--- src/shared/msp_pkg.sv ---
// Package with the constants, types and helpers of the mode select and port mux block.
package msp_pkg;

  // ---------------------------------------------------------------------------
  // Port geometry
  // ---------------------------------------------------------------------------
  localparam int NUM_PORTS = 8;
  localparam int PORT_W    = 8;
  localparam int PORT_A    = 0;
  localparam int PORT_B    = 1;
  localparam int PORT_C    = 2;
  localparam int PORT_D    = 3;
  localparam int PORT_E    = 4;
  localparam int PORT_F    = 5;
  localparam int PORT_G    = 6;
  localparam int PORT_H    = 7;

  // Which lines exist on each port, and which of them may be driven.
  localparam logic [7:0] FULL_MASK           = 8'hff;
  localparam logic [7:0] NONE_MASK           = 8'h00;
  localparam logic [7:0] PORT_D_MASK         = 8'h3f;
  localparam logic [7:0] PORT_G_REDUCED_MASK = 8'h80;
  localparam logic [7:0] PORT_H_REDUCED_MASK = 8'h0f;

  // ---------------------------------------------------------------------------
  // Reset values
  // ---------------------------------------------------------------------------
  localparam logic [7:0] GPIO_DATA_RST = 8'h00;
  localparam logic [7:0] GPIO_DIR_RST  = 8'h00;

  // ---------------------------------------------------------------------------
  // Bus-cycle timing: one bus cycle is four oscillator ticks
  // ---------------------------------------------------------------------------
  localparam int         CLK_PER_BUS  = 4;
  localparam int         PH_W         = $clog2(CLK_PER_BUS);
  localparam logic [1:0] PH_LAST      = 2'h3;
  localparam logic [1:0] E_HIGH_FIRST = 2'h2;

  // ---------------------------------------------------------------------------
  // Types
  // ---------------------------------------------------------------------------
  typedef enum logic [1:0] {
    MODE_SINGLE_CHIP,
    MODE_EXPANDED,
    MODE_BOOTSTRAP,
    MODE_SPECIAL_TEST
  } msp_mode_t;

  typedef struct packed {
    logic [7:0] en;
    logic [7:0] out;
    logic [7:0] oe;
  } msp_spec_t;

  typedef struct packed {
    logic [7:0] out;
    logic [7:0] oe;
  } msp_pad_t;

  // ---------------------------------------------------------------------------
  // Helpers
  // ---------------------------------------------------------------------------
  // Strap decode: pin B high picks a normal mode, pin A splits each pair.
  function automatic msp_mode_t msp_decode_mode(input logic pin_a, input logic pin_b);
    if (pin_b) begin
      return pin_a ? MODE_EXPANDED : MODE_SINGLE_CHIP;
    end
    return pin_a ? MODE_SPECIAL_TEST : MODE_BOOTSTRAP;
  endfunction

  // True for the modes in which the external bus is brought out.
  function automatic logic msp_is_expanded(input msp_mode_t mode);
    return (mode == MODE_EXPANDED) || (mode == MODE_SPECIAL_TEST);
  endfunction

  // Lines present on a port for the full or the reduced-pin variant.
  function automatic logic [7:0] msp_pin_mask(input int idx, input logic reduced);
    logic [7:0] mask;
    mask = FULL_MASK;
    if (idx == PORT_D) begin
      mask = PORT_D_MASK;
    end else if (reduced && (idx == PORT_G)) begin
      mask = PORT_G_REDUCED_MASK;
    end else if (reduced && (idx == PORT_H)) begin
      mask = PORT_H_REDUCED_MASK;
    end
    return mask;
  endfunction

endpackage

--- src/verilog/msp_port_mux.sv ---
// One port's pad driver: chooses between GPIO and special function per line.
`timescale 1ns/1ps
module msp_port_mux #(
  parameter logic [7:0] PIN_MASK   = 8'hff,
  parameter logic [7:0] DRIVE_MASK = 8'hff
) (
  input  wire logic               mclk_i,
  input  wire logic               rst_n_i,
  input  wire logic [7:0]         gpio_data_i,
  input  wire logic [7:0]         gpio_dir_i,
  input  wire msp_pkg::msp_spec_t spec_i,
  output msp_pkg::msp_pad_t       pad_o
);

  logic [7:0] out_next;
  logic [7:0] oe_next;

  // A line with its special function off falls back to the GPIO data and direction.
  always_comb begin
    out_next = ((spec_i.en & spec_i.out) | (~spec_i.en & gpio_data_i)) & PIN_MASK;
    oe_next  = ((spec_i.en & spec_i.oe) | (~spec_i.en & gpio_dir_i)) & PIN_MASK & DRIVE_MASK;
  end

  // Pad drive is registered so the pins never see decode glitches.
  always_ff @(posedge mclk_i or negedge rst_n_i) begin
    if (!rst_n_i) begin
      pad_o <= '0;
    end else begin
      pad_o.out <= out_next;
      pad_o.oe  <= oe_next;
    end
  end

endmodule

--- src/verilog/msp_mode_port_top.sv ---
// Mode strap capture, bus-cycle clock, opcode-fetch marker and port routing.
`timescale 1ns/1ps
module msp_mode_port_top #(
  parameter logic REDUCED_PINS = 1'b0
) (
  input  wire logic                  mclk_i,
  input  wire logic                  rst_n_i,
  input  wire logic                  mode_pin_a_i,
  input  wire logic                  mode_pin_b_i,
  output msp_pkg::msp_mode_t         mode_o,
  output logic                       mode_valid_o,
  output logic                       e_clk_o,
  input  wire logic                  opcode_fetch_i,
  input  wire logic                  marker_drive_high_option_i,
  output logic                       opcode_fetch_marker_o,
  output logic                       opcode_fetch_marker_oe_o,
  input  wire logic [7:0][7:0]       pad_in_i,
  output logic      [7:0][7:0]       pad_out_o,
  output logic      [7:0][7:0]       pad_oe_o,
  input  wire logic                  port_wr_i,
  input  wire logic                  port_wsel_dir_i,
  input  wire logic [2:0]            port_waddr_i,
  input  wire logic [7:0]            port_wdata_i,
  input  wire logic                  port_rsel_dir_i,
  input  wire logic [2:0]            port_raddr_i,
  output logic      [7:0]            port_rdata_o,
  input  wire logic [15:0]           ext_addr_i,
  input  wire logic [18:13]          ext_addr_hi_i,
  input  wire logic [5:0]            ext_addr_hi_en_i,
  input  wire logic                  ext_rw_i,
  input  wire logic [7:0]            ext_data_out_i,
  input  wire logic                  ext_data_oe_i,
  output logic      [7:0]            ext_data_in_o,
  input  wire logic [5:2]            oc_en_i,
  input  wire logic [5:1]            oc_level_i,
  input  wire logic [7:3]            oc1_mask_i,
  input  wire logic                  ic4_select_i,
  input  wire logic                  pai_en_i,
  output logic      [4:1]            input_capture_o,
  output logic                       pulse_accumulator_input_o,
  input  wire logic [5:0]            serial_en_i,
  input  wire logic [5:0]            serial_out_i,
  input  wire logic [5:0]            serial_oe_i,
  output logic      [5:0]            serial_in_o,
  input  wire logic                  adc_en_i,
  output logic      [7:0]            adc_inputs_o,
  input  wire logic [3:0]            pwm_en_i,
  input  wire logic [3:0]            pwm_i,
  input  wire logic                  io_chip_select_en_i,
  input  wire logic                  io_chip_select_i,
  input  wire logic                  program_chip_select_en_i,
  input  wire logic                  program_chip_select_i
);

  typedef enum logic {ST_CAPTURE, ST_RUN} msp_state_t;

  msp_state_t           state_reg;
  msp_pkg::msp_mode_t   mode_reg;
  logic                 mode_valid_reg;
  logic [1:0]           ph_reg;
  logic [1:0]           ph_next;
  logic                 fetch_reg;
  logic                 marker_low_next;
  logic                 marker_high_next;
  logic                 marker_allowed;
  logic                 exp_active;
  logic [7:0]           data_reg [8];
  logic [7:0]           dir_reg [8];
  logic [7:0]           pad_in_reg [8];
  msp_pkg::msp_spec_t   spec [8];
  msp_pkg::msp_pad_t    pad_drv [8];

  // ---------------------------------------------------------------------------
  // Mode strap capture
  // ---------------------------------------------------------------------------
  // The straps are read on the first edge after reset release; flops under reset only
  // take constants, so the board must keep the straps steady through that edge.
  always_ff @(posedge mclk_i or negedge rst_n_i) begin
    if (!rst_n_i) begin
      state_reg      <= ST_CAPTURE;
      mode_reg       <= msp_pkg::MODE_SINGLE_CHIP;
      mode_valid_reg <= 1'b0;
    end else begin
      case (state_reg)
        ST_CAPTURE: begin
          mode_reg       <= msp_pkg::msp_decode_mode(mode_pin_a_i, mode_pin_b_i);
          mode_valid_reg <= 1'b1;
          state_reg      <= ST_RUN;
        end
        ST_RUN: begin
          state_reg <= ST_RUN;
        end
        default: begin
          state_reg <= ST_RUN;
        end
      endcase
    end
  end

  assign mode_o       = mode_reg;
  assign mode_valid_o = mode_valid_reg;
  // Bus routing follows the latched mode only; before capture ports B, C, F and G stay GPIO.
  assign exp_active     = mode_valid_reg && msp_pkg::msp_is_expanded(mode_reg);
  assign marker_allowed = exp_active;

  // ---------------------------------------------------------------------------
  // Bus-cycle clock and opcode-fetch marker
  // ---------------------------------------------------------------------------
  // Next phase and the next marker state, worked out a tick ahead so the pins are flops.
  always_comb begin
    ph_next          = ph_reg + 2'h1;
    marker_low_next  = (ph_reg == msp_pkg::PH_LAST) ? opcode_fetch_i : fetch_reg;
    marker_high_next = (ph_reg == msp_pkg::PH_LAST) && fetch_reg && !opcode_fetch_i &&
                       marker_drive_high_option_i;
  end

  // Phase counter divides the oscillator by four; E is high in the data half.
  always_ff @(posedge mclk_i or negedge rst_n_i) begin
    if (!rst_n_i) begin
      ph_reg    <= msp_pkg::PH_LAST;
      e_clk_o   <= 1'b0;
      fetch_reg <= 1'b0;
    end else begin
      ph_reg  <= ph_next;
      e_clk_o <= (ph_next >= msp_pkg::E_HIGH_FIRST);
      if (ph_reg == msp_pkg::PH_LAST) begin
        fetch_reg <= opcode_fetch_i;
      end
    end
  end

  // Open drain: low for the whole fetch cycle, optionally high for the first quarter after.
  always_ff @(posedge mclk_i or negedge rst_n_i) begin
    if (!rst_n_i) begin
      opcode_fetch_marker_o    <= 1'b1;
      opcode_fetch_marker_oe_o <= 1'b0;
    end else begin
      opcode_fetch_marker_o    <= !marker_low_next;
      opcode_fetch_marker_oe_o <= marker_allowed && (marker_low_next || marker_high_next);
    end
  end

  // ---------------------------------------------------------------------------
  // GPIO data and direction store
  // ---------------------------------------------------------------------------
  // Only software writes touch the stored data, so turning a function off restores it.
  always_ff @(posedge mclk_i or negedge rst_n_i) begin
    if (!rst_n_i) begin
      for (int i = 0; i < msp_pkg::NUM_PORTS; i++) begin
        data_reg[i] <= msp_pkg::GPIO_DATA_RST;
        dir_reg[i]  <= msp_pkg::GPIO_DIR_RST;
      end
    end else if (port_wr_i) begin
      if (port_wsel_dir_i) begin
        dir_reg[port_waddr_i] <= port_wdata_i;
      end else begin
        data_reg[port_waddr_i] <= port_wdata_i;
      end
    end
  end

  // Pad inputs are captured once and shared by readback and peripheral inputs.
  always_ff @(posedge mclk_i or negedge rst_n_i) begin
    if (!rst_n_i) begin
      for (int i = 0; i < msp_pkg::NUM_PORTS; i++) begin
        pad_in_reg[i] <= 8'h00;
      end
    end else begin
      for (int i = 0; i < msp_pkg::NUM_PORTS; i++) begin
        pad_in_reg[i] <= pad_in_i[i] & msp_pkg::msp_pin_mask(i, REDUCED_PINS);
      end
    end
  end

  // Readback: output lines show stored data, input lines show the pin.
  always_ff @(posedge mclk_i or negedge rst_n_i) begin
    if (!rst_n_i) begin
      port_rdata_o <= 8'h00;
    end else if (port_rsel_dir_i) begin
      port_rdata_o <= dir_reg[port_raddr_i] & msp_pkg::msp_pin_mask(32'(port_raddr_i), REDUCED_PINS);
    end else begin
      port_rdata_o <= ((dir_reg[port_raddr_i] & data_reg[port_raddr_i]) |
                       (~dir_reg[port_raddr_i] & pad_in_reg[port_raddr_i])) &
                      msp_pkg::msp_pin_mask(32'(port_raddr_i), REDUCED_PINS);
    end
  end

  // ---------------------------------------------------------------------------
  // Special function routing
  // ---------------------------------------------------------------------------
  // Builds enable, value and drive for every line; unlisted ports stay GPIO.
  always_comb begin
    for (int i = 0; i < msp_pkg::NUM_PORTS; i++) begin
      spec[i] = '0;
    end
    // Port A: compares 5..2 on bits 3..6, OC1 may override bits 3..7.
    spec[msp_pkg::PORT_A].en[3]  = oc_en_i[5] && !ic4_select_i;
    spec[msp_pkg::PORT_A].out[3] = oc_level_i[5];
    spec[msp_pkg::PORT_A].en[4]  = oc_en_i[4];
    spec[msp_pkg::PORT_A].out[4] = oc_level_i[4];
    spec[msp_pkg::PORT_A].en[5]  = oc_en_i[3];
    spec[msp_pkg::PORT_A].out[5] = oc_level_i[3];
    spec[msp_pkg::PORT_A].en[6]  = oc_en_i[2];
    spec[msp_pkg::PORT_A].out[6] = oc_level_i[2];
    spec[msp_pkg::PORT_A].oe     = 8'hf8;
    spec[msp_pkg::PORT_A].en[3]  = spec[msp_pkg::PORT_A].en[3] | ic4_select_i;
    spec[msp_pkg::PORT_A].oe[3]  = !ic4_select_i || oc1_mask_i[3];
    spec[msp_pkg::PORT_A].en[7]  = pai_en_i;
    spec[msp_pkg::PORT_A].oe[7]  = oc1_mask_i[7];
    for (int b = 3; b < 8; b++) begin
      if (oc1_mask_i[b]) begin
        spec[msp_pkg::PORT_A].en[b]  = 1'b1;
        spec[msp_pkg::PORT_A].out[b] = oc_level_i[1];
        spec[msp_pkg::PORT_A].oe[b]  = 1'b1;
      end
    end
    // Ports B, F and C carry the external address and data bus.
    spec[msp_pkg::PORT_B] = '{en: {8{exp_active}}, out: ext_addr_i[15:8], oe: 8'hff};
    spec[msp_pkg::PORT_F] = '{en: {8{exp_active}}, out: ext_addr_i[7:0], oe: 8'hff};
    spec[msp_pkg::PORT_C] = '{en: {8{exp_active}}, out: ext_data_out_i,
                              oe: {8{ext_data_oe_i}}};
    // Port D: RxD, TxD, MISO, MOSI, SCK, SS in bit order.
    spec[msp_pkg::PORT_D] = '{en: {2'h0, serial_en_i}, out: {2'h0, serial_out_i},
                              oe: {2'h0, serial_oe_i}};
    // Port G: read/write on bit 7, expansion address on bits 0..5, bit 6 plain.
    spec[msp_pkg::PORT_G].en  = {exp_active, 1'b0, ext_addr_hi_en_i & {6{exp_active}}};
    spec[msp_pkg::PORT_G].out = {ext_rw_i, 1'b0, ext_addr_hi_i};
    spec[msp_pkg::PORT_G].oe  = 8'hbf;
    // Port H: PWM on bits 0..3, chip selects on bits 4 and 7.
    spec[msp_pkg::PORT_H].en  = {program_chip_select_en_i, 2'h0, io_chip_select_en_i,
                                 pwm_en_i};
    spec[msp_pkg::PORT_H].out = {program_chip_select_i, 2'h0, io_chip_select_i, pwm_i};
    spec[msp_pkg::PORT_H].oe  = 8'h9f;
  end

  // Peripheral-facing inputs taken from the captured pads.
  assign ext_data_in_o             = pad_in_reg[msp_pkg::PORT_C];
  assign serial_in_o               = pad_in_reg[msp_pkg::PORT_D][5:0];
  assign input_capture_o           = {pad_in_reg[msp_pkg::PORT_A][3] & ic4_select_i,
                                      pad_in_reg[msp_pkg::PORT_A][0],
                                      pad_in_reg[msp_pkg::PORT_A][1],
                                      pad_in_reg[msp_pkg::PORT_A][2]};
  assign pulse_accumulator_input_o = pad_in_reg[msp_pkg::PORT_A][7];
  assign adc_inputs_o              = pad_in_reg[msp_pkg::PORT_E] & {8{adc_en_i}};

  // ---------------------------------------------------------------------------
  // Pad drivers, one per port
  // ---------------------------------------------------------------------------
  for (genvar g = 0; g < msp_pkg::NUM_PORTS; g++) begin : g_port
    msp_port_mux #(
      .PIN_MASK   (msp_pkg::msp_pin_mask(g, REDUCED_PINS)),
      .DRIVE_MASK ((g == msp_pkg::PORT_E) ? msp_pkg::NONE_MASK : msp_pkg::FULL_MASK)
    ) u_mux (
      .mclk_i      (mclk_i),
      .rst_n_i     (rst_n_i),
      .gpio_data_i (data_reg[g]),
      .gpio_dir_i  (dir_reg[g]),
      .spec_i      (spec[g]),
      .pad_o       (pad_drv[g])
    );
    assign pad_out_o[g] = pad_drv[g].out;
    assign pad_oe_o[g]  = pad_drv[g].oe;
  end
endmodule

--- config.mk ---
export PLATFORM = sky130hd
export DESIGN_NAME = msp_mode_port_top
export DESIGN_NICKNAME = d
export VERILOG_FILES = /design/src/shared/msp_pkg.sv /design/src/verilog/msp_port_mux.sv /design/src/verilog/msp_mode_port_top.sv
export SDC_FILE = /design/constraint.sdc
export NUM_CORES = 1
export LEC_CHECK = 0
export BUFFER_PORTS_ARGS = -buffer_cell sky130_fd_sc_hd__buf_2
export CORE_MARGIN = 2
export CORE_UTILIZATION = 50
export CTS_BUF_LIST = sky130_fd_sc_hd__clkbuf_4
export CTS_CLUSTER_DIAMETER = 200
export DETAILED_ROUTE_END_ITERATION = 8
export PLACE_DENSITY = 0.82
export SLEW_MARGIN = 0
export SYNTH_ARGS = -nofsm -noshare
export SYNTH_HDL_FRONTEND = slang
export SYNTH_SLANG_ARGS = --single-unit
--- constraint.sdc ---
create_clock -name mclk_i -period 2.26 [get_ports mclk_i]
set_input_delay 0.226 -clock mclk_i [delete_from_list [all_inputs] [get_ports mclk_i]]
set_output_delay 0.226 -clock mclk_i [all_outputs]
set_load 0.1 [all_outputs]
==> reports/qor.txt <==
CTS buffer count: 84
first-pass GRT wire length: 56800 um
skew final: 0.0510 ns
first drt pass iteration count: 5
Peak supply drop: 0.738 mV
CP top delay family: buffers and inverters
HP Class: primary input to register
element type at the critical path end: register
Sw Pwr: 7.42 mW
Rel. slew slack: 58.2%
CTS-repair resized insts: 0
Total Routing Usage GR: 28.5%
Final Instance Area: 17400 um2
Vias/cell: 5.22
largest net degree at the start of global routing: 81
Most used DFF post-synth: dfrtp_1
Leak: 8.48 nW
initial antenna violation count: 2
sequential share of power: 40.5%
Clk pin slew, worst setup/hold paths: 0.06 ns
fin crit period: 2.05 ns
dpl hpwl: 24600 um
period utilization: 90.9%
crit path max fanout: 31
r2r setup slk: 0.21 ns
Die W: 164 um
combinational share of power: 32.4%
P_int: 11.0 mW
Power Density: 1060 nW/um2
Final Hold Viols: 0
Routability Congestion: 0.840
worst path cell trace: and2_1 -> buf_4 -> nand2_1 -> mux2_2 -> dlygate4sd3_1
Root Buffer: clkbuf_4
Die Area: 27000 um2
Port Buffer Count: 326
CTS Sinks: 324
Worst Tran Pin Value: 0.625 ns
io pins: 341
post-placement cell count: 1499
max incr delay on CP: 0.56 ns
CP Data Required Time: 2.80 ns
post-synthesis sequential area ratio: 63.1%
vias in the first global route: 10200
DRC viols: 0
most frequent cells in the layout: buf_2, dfrtp_1, dlygate4sd3_1
Yosys cell types: 40
FILL cells: 1748
RSZ-0062 raised after global routing: false
non-filler cells, final: 1819
kind of critical path: register to register
max reg flops: 116
# H-tree levels: 3
Avg Cell Area, Syn: 14.5 um2
Routed WL: 38200 um
most common cell after layout, fill and taps aside: buf_2
setup TNS: 0 ns
area of the multi-input gates: 4310 um2
Clk Latency, worst-skew pair: 0.70 ns
Std-Cell Rows: 58
clk buf depth: 3
buffers and inverters on the worst path: 2
Max Freq: 487 MHz
CTS tree: done
placed inst area: 14700 um2
nets: 1596
switching share of total power: 40.3%
Die Height: 164 um
core footprint: 25200 um2
register area: 8110 um2
status: finished clean
CP arrival: 2.59 ns
routed len/inst: 21.0 um
Final Setup Violations: 0
via count: 9499
clock power share: 27.1%
crit start category: register
Yosys Warn Count: 0
CP max-delay cell: dlygate4sd3_1
DRT iter0 DRCs: 502
Area Growth Syn to Fin: 35.5%
Synth Register Bits: 324
total grt overflow: 0
ANT nets after route: 0
Starting Density: 51.0%
Netlist Area Pre-Place: 12900 um2
Post-synth EDFFs: 0
share of cells above drive strength 1: 45.8%
Slew Limit Fails: 0
ys async rst share: 100%
Post-Syn Instances: 888
Max Cap Violations: 0
Yosys cell counts (all sizes together), types with 2 or more instances:
cell type / count / area share (%)
a211oi: 8 / 0.47
a21o: 15 / 0.88
a21oi: 16 / 0.62
a221o: 6 / 0.47
a221oi: 2 / 0.14
a22oi: 14 / 0.82
and2: 11 / 0.54
buf: 49 / 3.0
clkbuf: 21 / 0.61
conb: 2 / 0.058
dfrtp: 321 / 62
dfstp: 3 / 0.61
inv: 4 / 0.12
mux2: 153 / 13
mux2i: 46 / 3.6
mux4: 26 / 4.6
nand2: 93 / 2.7
nand2b: 32 / 1.6
nand3b: 2 / 0.12
nor2: 23 / 0.85
nor2b: 7 / 0.36
nor3b: 7 / 0.64
o21ai: 6 / 0.23
o2bb2ai: 2 / 0.14
o31ai: 2 / 0.12
or2: 6 / 0.29
or3: 5 / 0.24
layer usage:
metal	GRT usage (%)	routed length (um)	vias to the layer above
li1	-	-	4194
met1	35.0	15000	4826
met2	48.0	19500	394
met3	8.13	2710	85
met4	10.8	1080	0
met5	0	0	-
repair_timing:
item,4_1_cts,5_1_grt
endpoints found under the setup margin,0,0
hold buffers,168,0
setup buffers,0,0
hold endpoints to repair,489,0
per-stage QoR:
stage	util [%]	power (mW)	setup slack, ns	hold slack [ns]
finish	69.2	18.4	0.206	0.107
global route	69.2	19.2	0.134	0.0539
CTS	69.2	18.5	0.235	0.0270
detailed placement	58.3	13.2	0.257	0.118
global placement	58.3	13.0	0.307	0.123
floorplan	-	11.8	0.278	-0.0696
cell families (layout without fill, tap and decap cells):
| group | count (synthesis) | after routing | share of synthesized area (%) |
|---|---|---|---|
| other | 2 | 17 | 0.0584 |
| AO/OA/AOI/OAI | 73 | 73 | 4.00 |
| adder cells (fa/ha/maj) | 1 | 1 | 0.0973 |
| multiplexers | 225 | 225 | 21.5 |
| buffers and inverters | 74 | 660 | 3.75 |
| flip-flops | 324 | 324 | 63.1 |
| AND/OR/NAND/NOR | 189 | 189 | 7.46 |
power by group through the flow:
stage	sequential [mW]	combinational [mW]	clock [mW]
2_1_floorplan	10.2	1.63	0
3_3_place_gp	7.48	5.55	0
3_5_place_dp	7.52	5.63	0
4_1_cts	7.42	5.93	5.10
5_1_grt	7.54	6.18	5.46
6_report	7.45	5.96	4.99
cell type report:
cell class	instances	area share (%)
Clock buffer	124	5.34
Sequential cell	324	46.6
Tap cell	330	2.37
Antenna cell	4	0.0574
Timing Repair Buffer	508	20.2
Multi-Input combinational cell	501	24.7
Inverter	4	0.0862
Clock inverter	24	0.704
path summary, 6_finish.rpt:
kind	depth (start not counted)	startpoint	to
worst max-delay path	5	mode_valid_o$_DFFE_PN0N_	g_port[6].u_mux.pad_o[12]$_DFF_PN0_
worst min-delay path	2	port_wdata_i[3]	data_reg[27]$_DFFE_PN0P_
worst max register to register	5	mode_valid_o$_DFFE_PN0N_	g_port[6].u_mux.pad_o[12]$_DFF_PN0_
worst min register to register	0	dir_reg[14]$_DFFE_PN0P_	g_port[6].u_mux.pad_o[6]$_DFF_PN0_
max in group asynchronous	3	rst_n_i	serial_in_o[0]$_DFF_PN0_
min in group asynchronous	3	rst_n_i	dir_reg[28]$_DFFE_PN0P_
No activity file was read; power rests on OpenSTA's default activity.
